[config.mk]
export PLATFORM = sky130hd
export DESIGN_NAME = cod_decoder
export DESIGN_NICKNAME = d
export VERILOG_FILES = /design/src/design/cod_decoder.v
export VERILOG_INCLUDE_DIRS = /design/src /design/src/design
export SDC_FILE = /design/constraint.sdc
export NUM_CORES = 1
export LEC_CHECK = 0
export ABC_AREA = 1
export BUFFER_PORTS_ARGS = -buffer_cell sky130_fd_sc_hd__buf_2
export CORE_AREA = 5 5 112 114
export DETAILED_ROUTE_END_ITERATION = 6
export DIE_AREA = 0 0 117 119
export GPL_ROUTABILITY_DRIVEN = 1
export PLACE_DENSITY = 0.79
export SYNTH_ARGS = -nofsm -noshare
export SYNTH_HDL_FRONTEND = slang
export SYNTH_SLANG_ARGS = --single-unit
[constraint.sdc]
create_clock -name ref_clk -period 6.38 [get_ports ref_clk]
set_clock_uncertainty 0.2 [all_clocks]
set_input_delay 1.276 -clock ref_clk [delete_from_list [all_inputs] [get_ports ref_clk]]
set_output_delay 1.276 -clock ref_clk [all_outputs]
set_load 0.01 [all_outputs]
[src/design/cod_regs.vh]
// Constants for the opcode decoder: opcode fields, mode codes, cycle counts.
// Included by the decoder; holds definitions only.
`ifndef COD_REGS_VH
`define COD_REGS_VH
// Flag positions in the condition code vector
`define COD_H 4
`define COD_I 3
`define COD_N 2
`define COD_Z 1
`define COD_C 0
`define COD_CCR_RST 5'h08
// High nibble families
`define COD_HI_BTB 4'h0
`define COD_HI_REL 4'h2
`define COD_HI_DIRRMW 4'h3
`define COD_HI_INHA 4'h4
`define COD_HI_INHX 4'h5
`define COD_HI_IX1RMW 4'h6
`define COD_HI_IXRMW 4'h7
`define COD_HI_IMM 4'ha
`define COD_HI_DIR 4'hb
`define COD_HI_EXT 4'hc
`define COD_HI_IX2 4'hd
`define COD_HI_IX1 4'he
`define COD_HI_IX 4'hf
// Low nibble operations
`define COD_LO_COMPARE 4'h1
`define COD_LO_BORROW_SUB 4'h2
`define COD_LO_PRODUCT 4'h2
`define COD_LO_BIT 4'h5
`define COD_LO_XOR 4'h8
`define COD_LO_ADC 4'h9
`define COD_LO_ROTATE 4'h9
`define COD_LO_PROBE 4'hd
// Addressing mode codes
`define COD_M_IMM 4'h0
`define COD_M_DIR 4'h1
`define COD_M_EXT 4'h2
`define COD_M_IX 4'h3
`define COD_M_IX1 4'h4
`define COD_M_IX2 4'h5
`define COD_M_INHA 4'h6
`define COD_M_INHX 4'h7
`define COD_M_REL 4'h8
`define COD_M_BTB 4'h9
`define COD_M_INH 4'ha
`define COD_M_NONE 4'hf
// Cycle counts
`define COD_CYC_PRODUCT 4'hb
`define COD_CYC_REL 4'h3
`define COD_CYC_BTB 4'h5
`endif

[src/design/cod_decoder.v]
// Opcode decoder and execute step for an 8-bit accumulator/index core.
// Assumes the sequencer presents opcode, registers, flags and the fetched
// operand together with a one-cycle request; answers one cycle later.
//
// Functional notes
// RULE_01: Modify operations read operand, alter it, write it back in place.
// RULE_02: The nonwriting probe sets flags only and never writes back.
// RULE_03: Product multiplies index by accum into index:accum, 11 cycles.
// RULE_04: Carry-add decodes A9..D9, six modes, lengths 2,2,3,1,2,3 bytes.
// RULE_05: Borrow subtract decodes A2..D2 with accumulator arithmetic timing.
// RULE_06: Accumulator xor decodes A8..D8 taking 2,3,4,3,4,5 cycles.
// RULE_07: Compare subtracts operand from accum for flags, accum unchanged.
// RULE_08: Mask test ANDs accum with operand for flags, result discarded.
// RULE_09: Opcode 24 branch no carry or alias, 25 carry set or alias.
// RULE_10: Opcode 22 branches if higher, 23 if lower or same.
// RULE_11: Opcode 2C branches on mask clear, 2D on mask set.
// RULE_12: Opcode 2E branches on interrupt pin low, 2F on high.
// RULE_13: Opcode 28 branches on half carry clear, 29 on set.
// RULE_14: Product clears half carry and carry, keeps other flags.
// RULE_15: Relative branch redirects only when condition holds; two bytes.
// RULE_16: Probe decodes 4D,5D,3D,7D,6D taking 3,3,4,4,5 cycles.
// RULE_17: Rotate left decodes 49,59,39,79,69 taking 3,3,5,5,6 cycles.
// RULE_18: Bit test branch opcode 0n, 3 bytes, 5 cycles, bit into carry.
`timescale 1ns/100ps
`default_nettype none
`include "cod_regs.vh"

module cod_decoder (
   // Clock and reset
   input wire ref_clk,
   input wire rst_b,
   // Request from the sequencer
   input wire dec_valid,
   input wire [7:0] opcode,
   input wire [7:0] accum,
   input wire [7:0] index,
   input wire [7:0] operand,
   input wire [4:0] ccr_in,
   // Interrupt pin, asynchronous
   input wire irq_pin,
   // Decode answer
   output reg dec_done,
   output reg known,
   output reg [3:0] mode,
   output reg [1:0] instr_bytes,
   output reg [3:0] instr_cycles,
   output reg write_back,
   output reg branch_taken,
   // Execute results
   output reg [7:0] accum_out,
   output reg [7:0] index_out,
   output reg [7:0] result_out,
   output reg [4:0] ccr_out
);

   reg irq_s1;
   reg irq_s2;
   reg irq_s3;
   reg irq_level;
   reg next_known;
   reg [3:0] next_mode;
   reg [1:0] next_bytes;
   reg [3:0] next_cycles;
   reg next_wb;
   reg next_taken;
   reg [7:0] next_accum;
   reg [7:0] next_index;
   reg [7:0] next_result;
   reg [4:0] next_ccr;
   reg base_cond;
   reg [8:0] sum9;
   reg [4:0] low5;
   reg [15:0] prod;
   reg tbit;
   wire [3:0] hi = opcode[7:4];
   wire [3:0] lo = opcode[3:0];
   wire c_in = ccr_in[`COD_C];

   // Pin synchroniser; level moves only when stages two and three agree
   always @(posedge ref_clk) begin
      if (!rst_b) begin
         irq_s1 <= 1'b1;
         irq_s2 <= 1'b1;
         irq_s3 <= 1'b1;
         irq_level <= 1'b1;
      end else begin
         irq_s1 <= irq_pin;
         irq_s2 <= irq_s1;
         irq_s3 <= irq_s2;
         if (irq_s2 == irq_s3)
            irq_level <= irq_s3;
      end
   end

   // Branch condition table; odd opcodes invert the even test
   always @* begin
      case (opcode[3:1])
         3'h0: base_cond = 1'b1;
         3'h1: base_cond = ~(ccr_in[`COD_C] | ccr_in[`COD_Z]); // [RULE_10]
         3'h2: base_cond = ~ccr_in[`COD_C]; // [RULE_09]
         3'h3: base_cond = ~ccr_in[`COD_Z];
         3'h4: base_cond = ~ccr_in[`COD_H]; // [RULE_13]
         3'h5: base_cond = ~ccr_in[`COD_N];
         3'h6: base_cond = ~ccr_in[`COD_I]; // [RULE_11]
         3'h7: base_cond = ~irq_level; // [RULE_12]
         default: base_cond = 1'b0;
      endcase
   end

   // Decode and execute in one pass
   always @* begin
      next_known = 1'b1;
      next_mode = `COD_M_NONE;
      next_bytes = 2'h0;
      next_cycles = 4'h0;
      next_wb = 1'b0;
      next_taken = 1'b0;
      next_accum = accum;
      next_index = index;
      next_result = operand;
      next_ccr = ccr_in;
      sum9 = 9'h000;
      low5 = 5'h00;
      prod = 16'h0000;
      tbit = operand[opcode[3:1]];
      case (hi)
         // Register/memory family: six modes share length and timing
         `COD_HI_IMM, `COD_HI_DIR, `COD_HI_EXT,
         `COD_HI_IX2, `COD_HI_IX1, `COD_HI_IX: begin
            case (hi)
               `COD_HI_IMM: begin
                  next_mode = `COD_M_IMM;
                  next_bytes = 2'h2;
                  next_cycles = 4'h2;
               end
               `COD_HI_DIR: begin
                  next_mode = `COD_M_DIR;
                  next_bytes = 2'h2;
                  next_cycles = 4'h3;
               end
               `COD_HI_EXT: begin
                  next_mode = `COD_M_EXT;
                  next_bytes = 2'h3;
                  next_cycles = 4'h4;
               end
               `COD_HI_IX: begin
                  next_mode = `COD_M_IX;
                  next_bytes = 2'h1;
                  next_cycles = 4'h3;
               end
               `COD_HI_IX1: begin
                  next_mode = `COD_M_IX1;
                  next_bytes = 2'h2;
                  next_cycles = 4'h4;
               end
               default: begin
                  next_mode = `COD_M_IX2;
                  next_bytes = 2'h3;
                  next_cycles = 4'h5;
               end
            endcase
            case (lo)
               `COD_LO_ADC: begin // [RULE_04]
                  low5 = {1'b0, accum[3:0]} + {1'b0, operand[3:0]}
                     + {4'h0, c_in};
                  sum9 = {1'b0, accum} + {1'b0, operand} + {8'h00, c_in};
                  next_accum = sum9[7:0];
                  next_ccr[`COD_H] = low5[4];
                  next_ccr[`COD_C] = sum9[8];
               end
               `COD_LO_BORROW_SUB: begin // [RULE_05]
                  sum9 = {1'b0, accum} - {1'b0, operand} - {8'h00, c_in};
                  next_accum = sum9[7:0];
                  next_ccr[`COD_C] = sum9[8];
               end
               `COD_LO_XOR: begin // [RULE_06]
                  sum9 = {1'b0, accum ^ operand};
                  next_accum = sum9[7:0];
               end
               `COD_LO_COMPARE: begin // [RULE_07]
                  sum9 = {1'b0, accum} - {1'b0, operand};
                  next_ccr[`COD_C] = sum9[8];
               end
               `COD_LO_BIT: begin // [RULE_08]
                  sum9 = {1'b0, accum & operand};
               end
               default: next_known = 1'b0;
            endcase
            next_result = sum9[7:0];
            next_ccr[`COD_N] = sum9[7];
            next_ccr[`COD_Z] = (sum9[7:0] == 8'h00);
         end
         // Read/modify/write family
         `COD_HI_INHA, `COD_HI_INHX, `COD_HI_DIRRMW,
         `COD_HI_IXRMW, `COD_HI_IX1RMW: begin
            case (hi)
               `COD_HI_INHA: begin
                  next_mode = `COD_M_INHA;
                  next_bytes = 2'h1;
                  next_cycles = 4'h3;
               end
               `COD_HI_INHX: begin
                  next_mode = `COD_M_INHX;
                  next_bytes = 2'h1;
                  next_cycles = 4'h3;
               end
               `COD_HI_DIRRMW: begin
                  next_mode = `COD_M_DIR;
                  next_bytes = 2'h2;
                  next_cycles = (lo == `COD_LO_PROBE) ? 4'h4 : 4'h5;
               end
               `COD_HI_IXRMW: begin
                  next_mode = `COD_M_IX;
                  next_bytes = 2'h1;
                  next_cycles = (lo == `COD_LO_PROBE) ? 4'h4 : 4'h5;
               end
               default: begin
                  next_mode = `COD_M_IX1;
                  next_bytes = 2'h2;
                  next_cycles = (lo == `COD_LO_PROBE) ? 4'h5 : 4'h6;
               end
            endcase
            // Register modes take their operand from the register itself
            if (hi == `COD_HI_INHA)
               sum9 = {1'b0, accum};
            else if (hi == `COD_HI_INHX)
               sum9 = {1'b0, index};
            else
               sum9 = {1'b0, operand};
            if (lo == `COD_LO_ROTATE) begin // [RULE_17]
               sum9 = {sum9[7:0], c_in};
               next_result = sum9[7:0];
               next_ccr[`COD_C] = sum9[8];
               next_wb = 1'b1; // [RULE_01]
               if (hi == `COD_HI_INHA)
                  next_accum = sum9[7:0];
               if (hi == `COD_HI_INHX)
                  next_index = sum9[7:0];
               next_ccr[`COD_N] = sum9[7];
               next_ccr[`COD_Z] = (sum9[7:0] == 8'h00);
            end else if (lo == `COD_LO_PROBE) begin // [RULE_16]
               // Flags only; location stays as it was
               next_wb = 1'b0; // [RULE_02]
               next_result = sum9[7:0];
               next_ccr[`COD_N] = sum9[7];
               next_ccr[`COD_Z] = (sum9[7:0] == 8'h00);
            end else if (hi == `COD_HI_INHA && lo == `COD_LO_PRODUCT) begin
               prod = {8'h00, index} * {8'h00, accum}; // [RULE_03]
               next_mode = `COD_M_INH;
               next_cycles = `COD_CYC_PRODUCT;
               next_index = prod[15:8];
               next_accum = prod[7:0];
               next_result = prod[7:0];
               next_ccr[`COD_H] = 1'b0; // [RULE_14]
               next_ccr[`COD_C] = 1'b0;
            end else begin
               next_known = 1'b0;
            end
         end
         // Relative branches, never a write
         `COD_HI_REL: begin
            next_mode = `COD_M_REL;
            next_bytes = 2'h2; // [RULE_15]
            next_cycles = `COD_CYC_REL;
            next_taken = base_cond ^ opcode[0]; // [RULE_15]
         end
         // Bit test and branch: even sets, odd clear, bit into carry
         `COD_HI_BTB: begin
            next_mode = `COD_M_BTB;
            next_bytes = 2'h3; // [RULE_18]
            next_cycles = `COD_CYC_BTB;
            next_ccr[`COD_C] = tbit; // [RULE_18]
            next_taken = tbit ^ opcode[0];
         end
         default: next_known = 1'b0;
      endcase
      // Unknown opcodes report nothing and change nothing
      if (!next_known) begin
         next_mode = `COD_M_NONE;
         next_bytes = 2'h0;
         next_cycles = 4'h0;
         next_wb = 1'b0;
         next_taken = 1'b0;
         next_accum = accum;
         next_index = index;
         next_result = operand;
         next_ccr = ccr_in;
      end
   end

   // Answer register; outputs other than dec_done hold until the next request
   always @(posedge ref_clk) begin
      if (!rst_b) begin
         dec_done <= 1'b0;
         known <= 1'b0;
         mode <= `COD_M_NONE;
         instr_bytes <= 2'h0;
         instr_cycles <= 4'h0;
         write_back <= 1'b0;
         branch_taken <= 1'b0;
         accum_out <= 8'h00;
         index_out <= 8'h00;
         result_out <= 8'h00;
         ccr_out <= `COD_CCR_RST;
      end else begin
         dec_done <= dec_valid;
         if (dec_valid) begin
            known <= next_known;
            mode <= next_mode;
            instr_bytes <= next_bytes;
            instr_cycles <= next_cycles;
            write_back <= next_wb;
            branch_taken <= next_taken;
            accum_out <= next_accum;
            index_out <= next_index;
            result_out <= next_result;
            ccr_out <= next_ccr;
         end
      end
   end

endmodule

`default_nettype wire

Word-level counts from Yosys, hierarchy flattened

Cells that the tools add are included.

Reduce and logical (&&, ||, !) cells: 16
Magnitude comparators: 1
Multipliers: 1
$add $sub $neg: 6
Multiplexer cells: 69
Eq/ne operators: 26
Bitwise gates (word level): 12

Operators by type and width:

| cell                                                | number |
|---|---|
| two-way mux 8 bit                                   | 19 |
| case mux 8 bit (5 select lines)                     | 1 |
| equality test 4 bit, second input constant          | 9 |
| two-way mux 4 bit                                   | 8 |
| case mux 4 bit (4 select lines)                     | 2 |
| case mux 8 bit (2 select lines)                     | 2 |
| zero test 8 bit                                     | 3 |
| case mux 8 bit (3 select lines)                     | 1 |
| equality test 4 x 3 -> 1 bit, second input constant | 5 |
| multiplier 8 x 8 -> 16 bit                          | 1 |
| two-way mux 1 bit                                   | 16 |
| case mux 3 bit (5 select lines)                     | 1 |
| equality test 3 bit, second input constant          | 4 |
| equality test 4 x 2 -> 1 bit, second input constant | 3 |
| case mux 3 bit (4 select lines)                     | 1 |
| OR reduction 2 bit                                  | 5 |
| OR reduction 5 bit                                  | 2 |
| adder 8 x 8 -> 9 bit                                | 1 |
| adder 9 x 1 -> 9 bit                                | 1 |
| case mux 1 bit (3 select lines)                     | 3 |
| case mux 3 bit (3 select lines)                     | 1 |
| subtractor 8 x 8 -> 9 bit                           | 1 |
| subtractor 9 x 1 -> 9 bit                           | 1 |
| bitwise AND 8 bit                                   | 1 |
| other kinds (25)                                    | 39 |

Word-level logic and storage cells: 146
Output and inout port bits: 43
Flip-flop bits (word level): 47
Input bits: 41

Logic depth before layout (Yosys ltp)

Depth after elaboration: 9
Depth in mapped cells: 24
Gate-level depth less buffers: 23

Least setup slack after synthesis

Ideal clock, no wire load.

Path kind: input to register
From: input accum[7]
To: register index_out[2]
Stages on the path: 19
Setup slack: 850 ps
Path buffers: 1
Arrival: 5197 ps
Setup time: 132 ps
Data required time: 6048 ps
Path through: clkbuf_1 > nand2_1 > fa_1 > fa_1 > inv_1 > fa_1 > inv_1 > fa_1 > inv_1 > ha_1 > a21oi_1 > inv_1 > a31oi_1 > o21ai_0 > xor2_1 > o21ai_0 > nand2_1 > nand2_1 > a21oi_1

Cells in the longest elaborated chain, start to end: 6

Ends and longest elaborated chain:

| what                       | line              | source |
|---|---|---|
| start, declared            | cod_decoder.v:35  | `input wire [7:0] accum,` |
| multiplier 8 x 8 -> 16 bit | cod_decoder.v:248 | `prod = {8'h00, index} * {8'h00, accum};` |
| two-way mux 8 bit          | cod_decoder.v:247 | `` end else if (hi == `COD_HI_INHA && lo == `COD_LO_PRODUCT) begin `` |
| two-way mux 8 bit          | cod_decoder.v:241 | `` end else if (lo == `COD_LO_PROBE) begin `` |
| two-way mux 8 bit          | cod_decoder.v:230 | `` if (lo == `COD_LO_ROTATE) begin `` |
| two-way mux 8 bit          | cod_decoder.v:126 | `case (hi)` |
| two-way mux 8 bit          | cod_decoder.v:278 | `if (!next_known) begin` |
| end signal, assigned       | cod_decoder.v:315 | `index_out <= next_index;` |
| end, declared              | cod_decoder.v:51  | `output reg [7:0] index_out,` |

Every way passes these cells.
A chain may end at the register's enable or synchronous reset.

Worst setup path after layout

From: input accum[7]
To: register index_out[4]

Same word-level chain as after synthesis.

==> reports/metrics.cfg <==
[outcome]
status = finished clean

[routing]
firstDrtPassIters = 6
viasPerCell = 5.895
detail_route.wl_per_cell_um = 17.36
routed_wl_um = 22350
drc = 0
ant_nets = 0
vias = 7587
drt-initial-drc-count = 825

[sta]
tightest_slew_ns = 0.8036
holdWs_ns = 0.2173
rsz0062_at_grt = false
finalHoldViolCount = 0
slew_headroom = 0.4610
slew_violations = 0
timing.final.crit_share = 0.8802
fmax_mhz = 178.1
period_minus_slack_ns = 5.616
finalSetupTns_ns = 0
finalSetupViolCount = 0

[finish]
syn2layout_area_growth_pct = 9.383
layout_common_cells = nand2_1 (287), inv_1 (190), buf_2 (83), a21oi_1 (79), o21ai_0 (73)
multiInputGateArea_mm2 = 0.004911
nFillCells = 1071
final_nets = 1277
final_common_cell = nand2_1
seqCellArea_um2 = 940.9
drive_gt1_frac = 0.1206
n_antenna_cell = 0

[synth]
synth.distinct_cells = 49
synth_fp_nets = 1226
synth.avg_cell_area_um2 = 6.240
yosys_most_used_dff = dfxtp_1
ys_warn_count = 0
netlist_area_mm2 = 0.006814
synth-edff-count = 0
ys_seq_area_frac = 0.1381
async_reset_ff_frac = 0
postSynthCellCount = 1092
ys_ff_latch = 47

[cts]
cts-hold-fix-buffers = 0
worstSkewPairLatency_ns = 0.29
clockBufferDepth = 2
htree_levels = 2
ctsRootBufferMaster = clkbuf_16
clkTransAtPathRegs_ns = 0.07
cts-resized-gates = 0
cts_tree = done
post-cts-setup-buffers = 0
numCtsBuffers = 5
cts.sinks = 47

[setup_path]
r2r_cells = 6
arrival_ns = 5.57
worstSetupPathType = in2reg
r2r-end = branch_taken$_SDFFE_PN0P_
r2r_setup_slack_ns = 4.96
crit_fanout = 12
worst_setup_path_end_kind = flop
start_kind = input port
r2r_start = irq_level$_SDFFE_PN1N_
cp.required_ns = 6.34

[global_route]
track_usage = 0.3225
overflow = 0
antenna_found_initial = 0
grt_max_degree = 53
grt_pass1_wl_um = 36170
grt_pass1_vias = 7029

[flow_run]
maxCapViolations = 0

[floorplanning]
start_util = 0.6019
die_y_um = 119
coreArea_mm2 = 0.01132
num_rows = 39
chipWidth_um = 117
pin_count = 84
dieArea_mm2 = 0.01392

[placed_design]
dp_hpwl_um = 17540
place_congestion = 1.006
port_buffers = 83

[min_path]
min_to = irq_s2$_SDFF_PN1_
min-delay-start = irq_s1$_SDFF_PN1_
min_path_cells = 1
min_path_type = reg2reg

[power]
p_leak_nw = 4.100
p_per_area_mw_per_mm2 = 197.1
ir_drop_mv = 0.2100

-- sequential cells by signal (all words and copies together), names as in the netlist, 2 cells and up --
register	cells
instr_bytes	2
instr_cycles	4
ccr_out	5
accum_out	8
mode	4
result_out	8
index_out	8
-- report_power, final --
part	leakage [nW]	switching, mW	internal, mW
Combinational	3.62	0.519	0.290
Sequential	0.387	0.00801	0.311
Clock	0.0911	0.116	0.225
-- layout make-up --
cell class / instances / area share
inverters: 203 / 0.1027
well taps: 143 / 0.02401
flip-flops and latches: 47 / 0.1262
multi-input cells: 796 / 0.6589
clock buffers: 6 / 0.01729
repair buffers: 90 / 0.06278
clock inverters: 2 / 0.008058
-- routing by layer --
metal / vias up / global-route usage / part of all wire
met5: - / 0 / 0
met4: 0 / 0.1276 / 0.044
met3: 90 / 0.06592 / 0.099
met2: 437 / 0.5036 / 0.46
li1: 3623 / - / -
met1: 3437 / 0.4347 / 0.40
-- cell usage after synthesis, types with 2 or more instances --
master / instances / area, um^2
a21o_1: 2 / 15.01
a21oi_1: 79 / 395.4
a31oi_1: 10 / 62.56
a41oi_1: 2 / 17.52
buf_2: 13 / 65.06
clkbuf_1: 32 / 120.1
clkinv_1: 2 / 7.510
dfxtp_1: 47 / 940.9
fa_1: 39 / 780.8
ha_1: 54 / 675.7
inv_1: 190 / 713.2
inv_2: 9 / 33.78
nand2_1: 287 / 1077
nand2_2: 4 / 25.02
nand3_1: 62 / 310.3
nand3b_1: 2 / 15.01
nand4_1: 10 / 62.56
nor2_1: 60 / 225.2
nor2_2: 5 / 31.28
nor2_4: 4 / 45.04
nor3_1: 7 / 35.03
nor4_1: 2 / 12.51
o2111ai_1: 2 / 17.52
o211ai_1: 23 / 172.7
o211ai_2: 2 / 25.02
o21ai_0: 73 / 365.4
o21ai_1: 6 / 30.03
o21ai_2: 2 / 17.52
o221ai_1: 6 / 52.55
o22ai_1: 22 / 137.6
o31ai_1: 2 / 15.01
or2_2: 6 / 37.54
xnor2_1: 2 / 17.52
xor2_1: 9 / 78.83
-- worst max-delay path by stage --
stage                         from                   endpoint  slack [ns]  cells past startpoint
after floorplan           accum[7]  index_out[2]$_SDFFE_PN0P_        0.85                     19
after global placement    accum[7]  index_out[4]$_SDFFE_PN0P_        0.56                     22
after detailed placement  accum[7]  index_out[4]$_SDFFE_PN0P_        0.51                     22
after CTS                 accum[7]  index_out[4]$_SDFFE_PN0P_        0.82                     22
after global routing      accum[7]  index_out[4]$_SDFFE_PN0P_        0.46                     22
final                     accum[7]  index_out[4]$_SDFFE_PN0P_        0.76                     22
-- logic make-up after synthesis --
logic type,after synthesis,share of synthesized area
compound gates,237,0.2046
buf+inv,249,0.1412
flops,47,0.1381
xor+xnor,11,0.01414
simple gates,454,0.2868
mux,1,0.001469
fa+ha+maj,93,0.2137
-- critical path: stages --
cell and delay, ns:
buf_2 0.27, nand2_1 0.13, fa_1 0.51, fa_1 0.58
inv_1 0.07, fa_1 0.53, inv_1 0.05, fa_1 0.53
inv_1 0.04, ha_1 0.38, a21oi_1 0.20, inv_1 0.05
a31oi_1 0.23, o21ai_0 0.19, nand2_1 0.12, nand3_1 0.07
nand2_1 0.06, nand3_1 0.06, nand2_1 0.07, nand2_1 0.04
nand2_1 0.06, a21oi_1 0.06
-- per-stage QoR --
step                power, mW  cell area, um^2  instances  utilization  setup WS, ns
floorplan              0.9153             6814       1092            -        0.8502
global placement        1.120             7264       1279       0.6417        0.5648
detailed placement      1.122             7264       1279       0.6417        0.5111
CTS                     1.464             7453       1287       0.6584        0.8192
global route            1.599             7453       1287       0.6584        0.4553
finish                  1.469             7453       1287       0.6584        0.7644
Note: power is estimated with default switching activity, not from simulation.
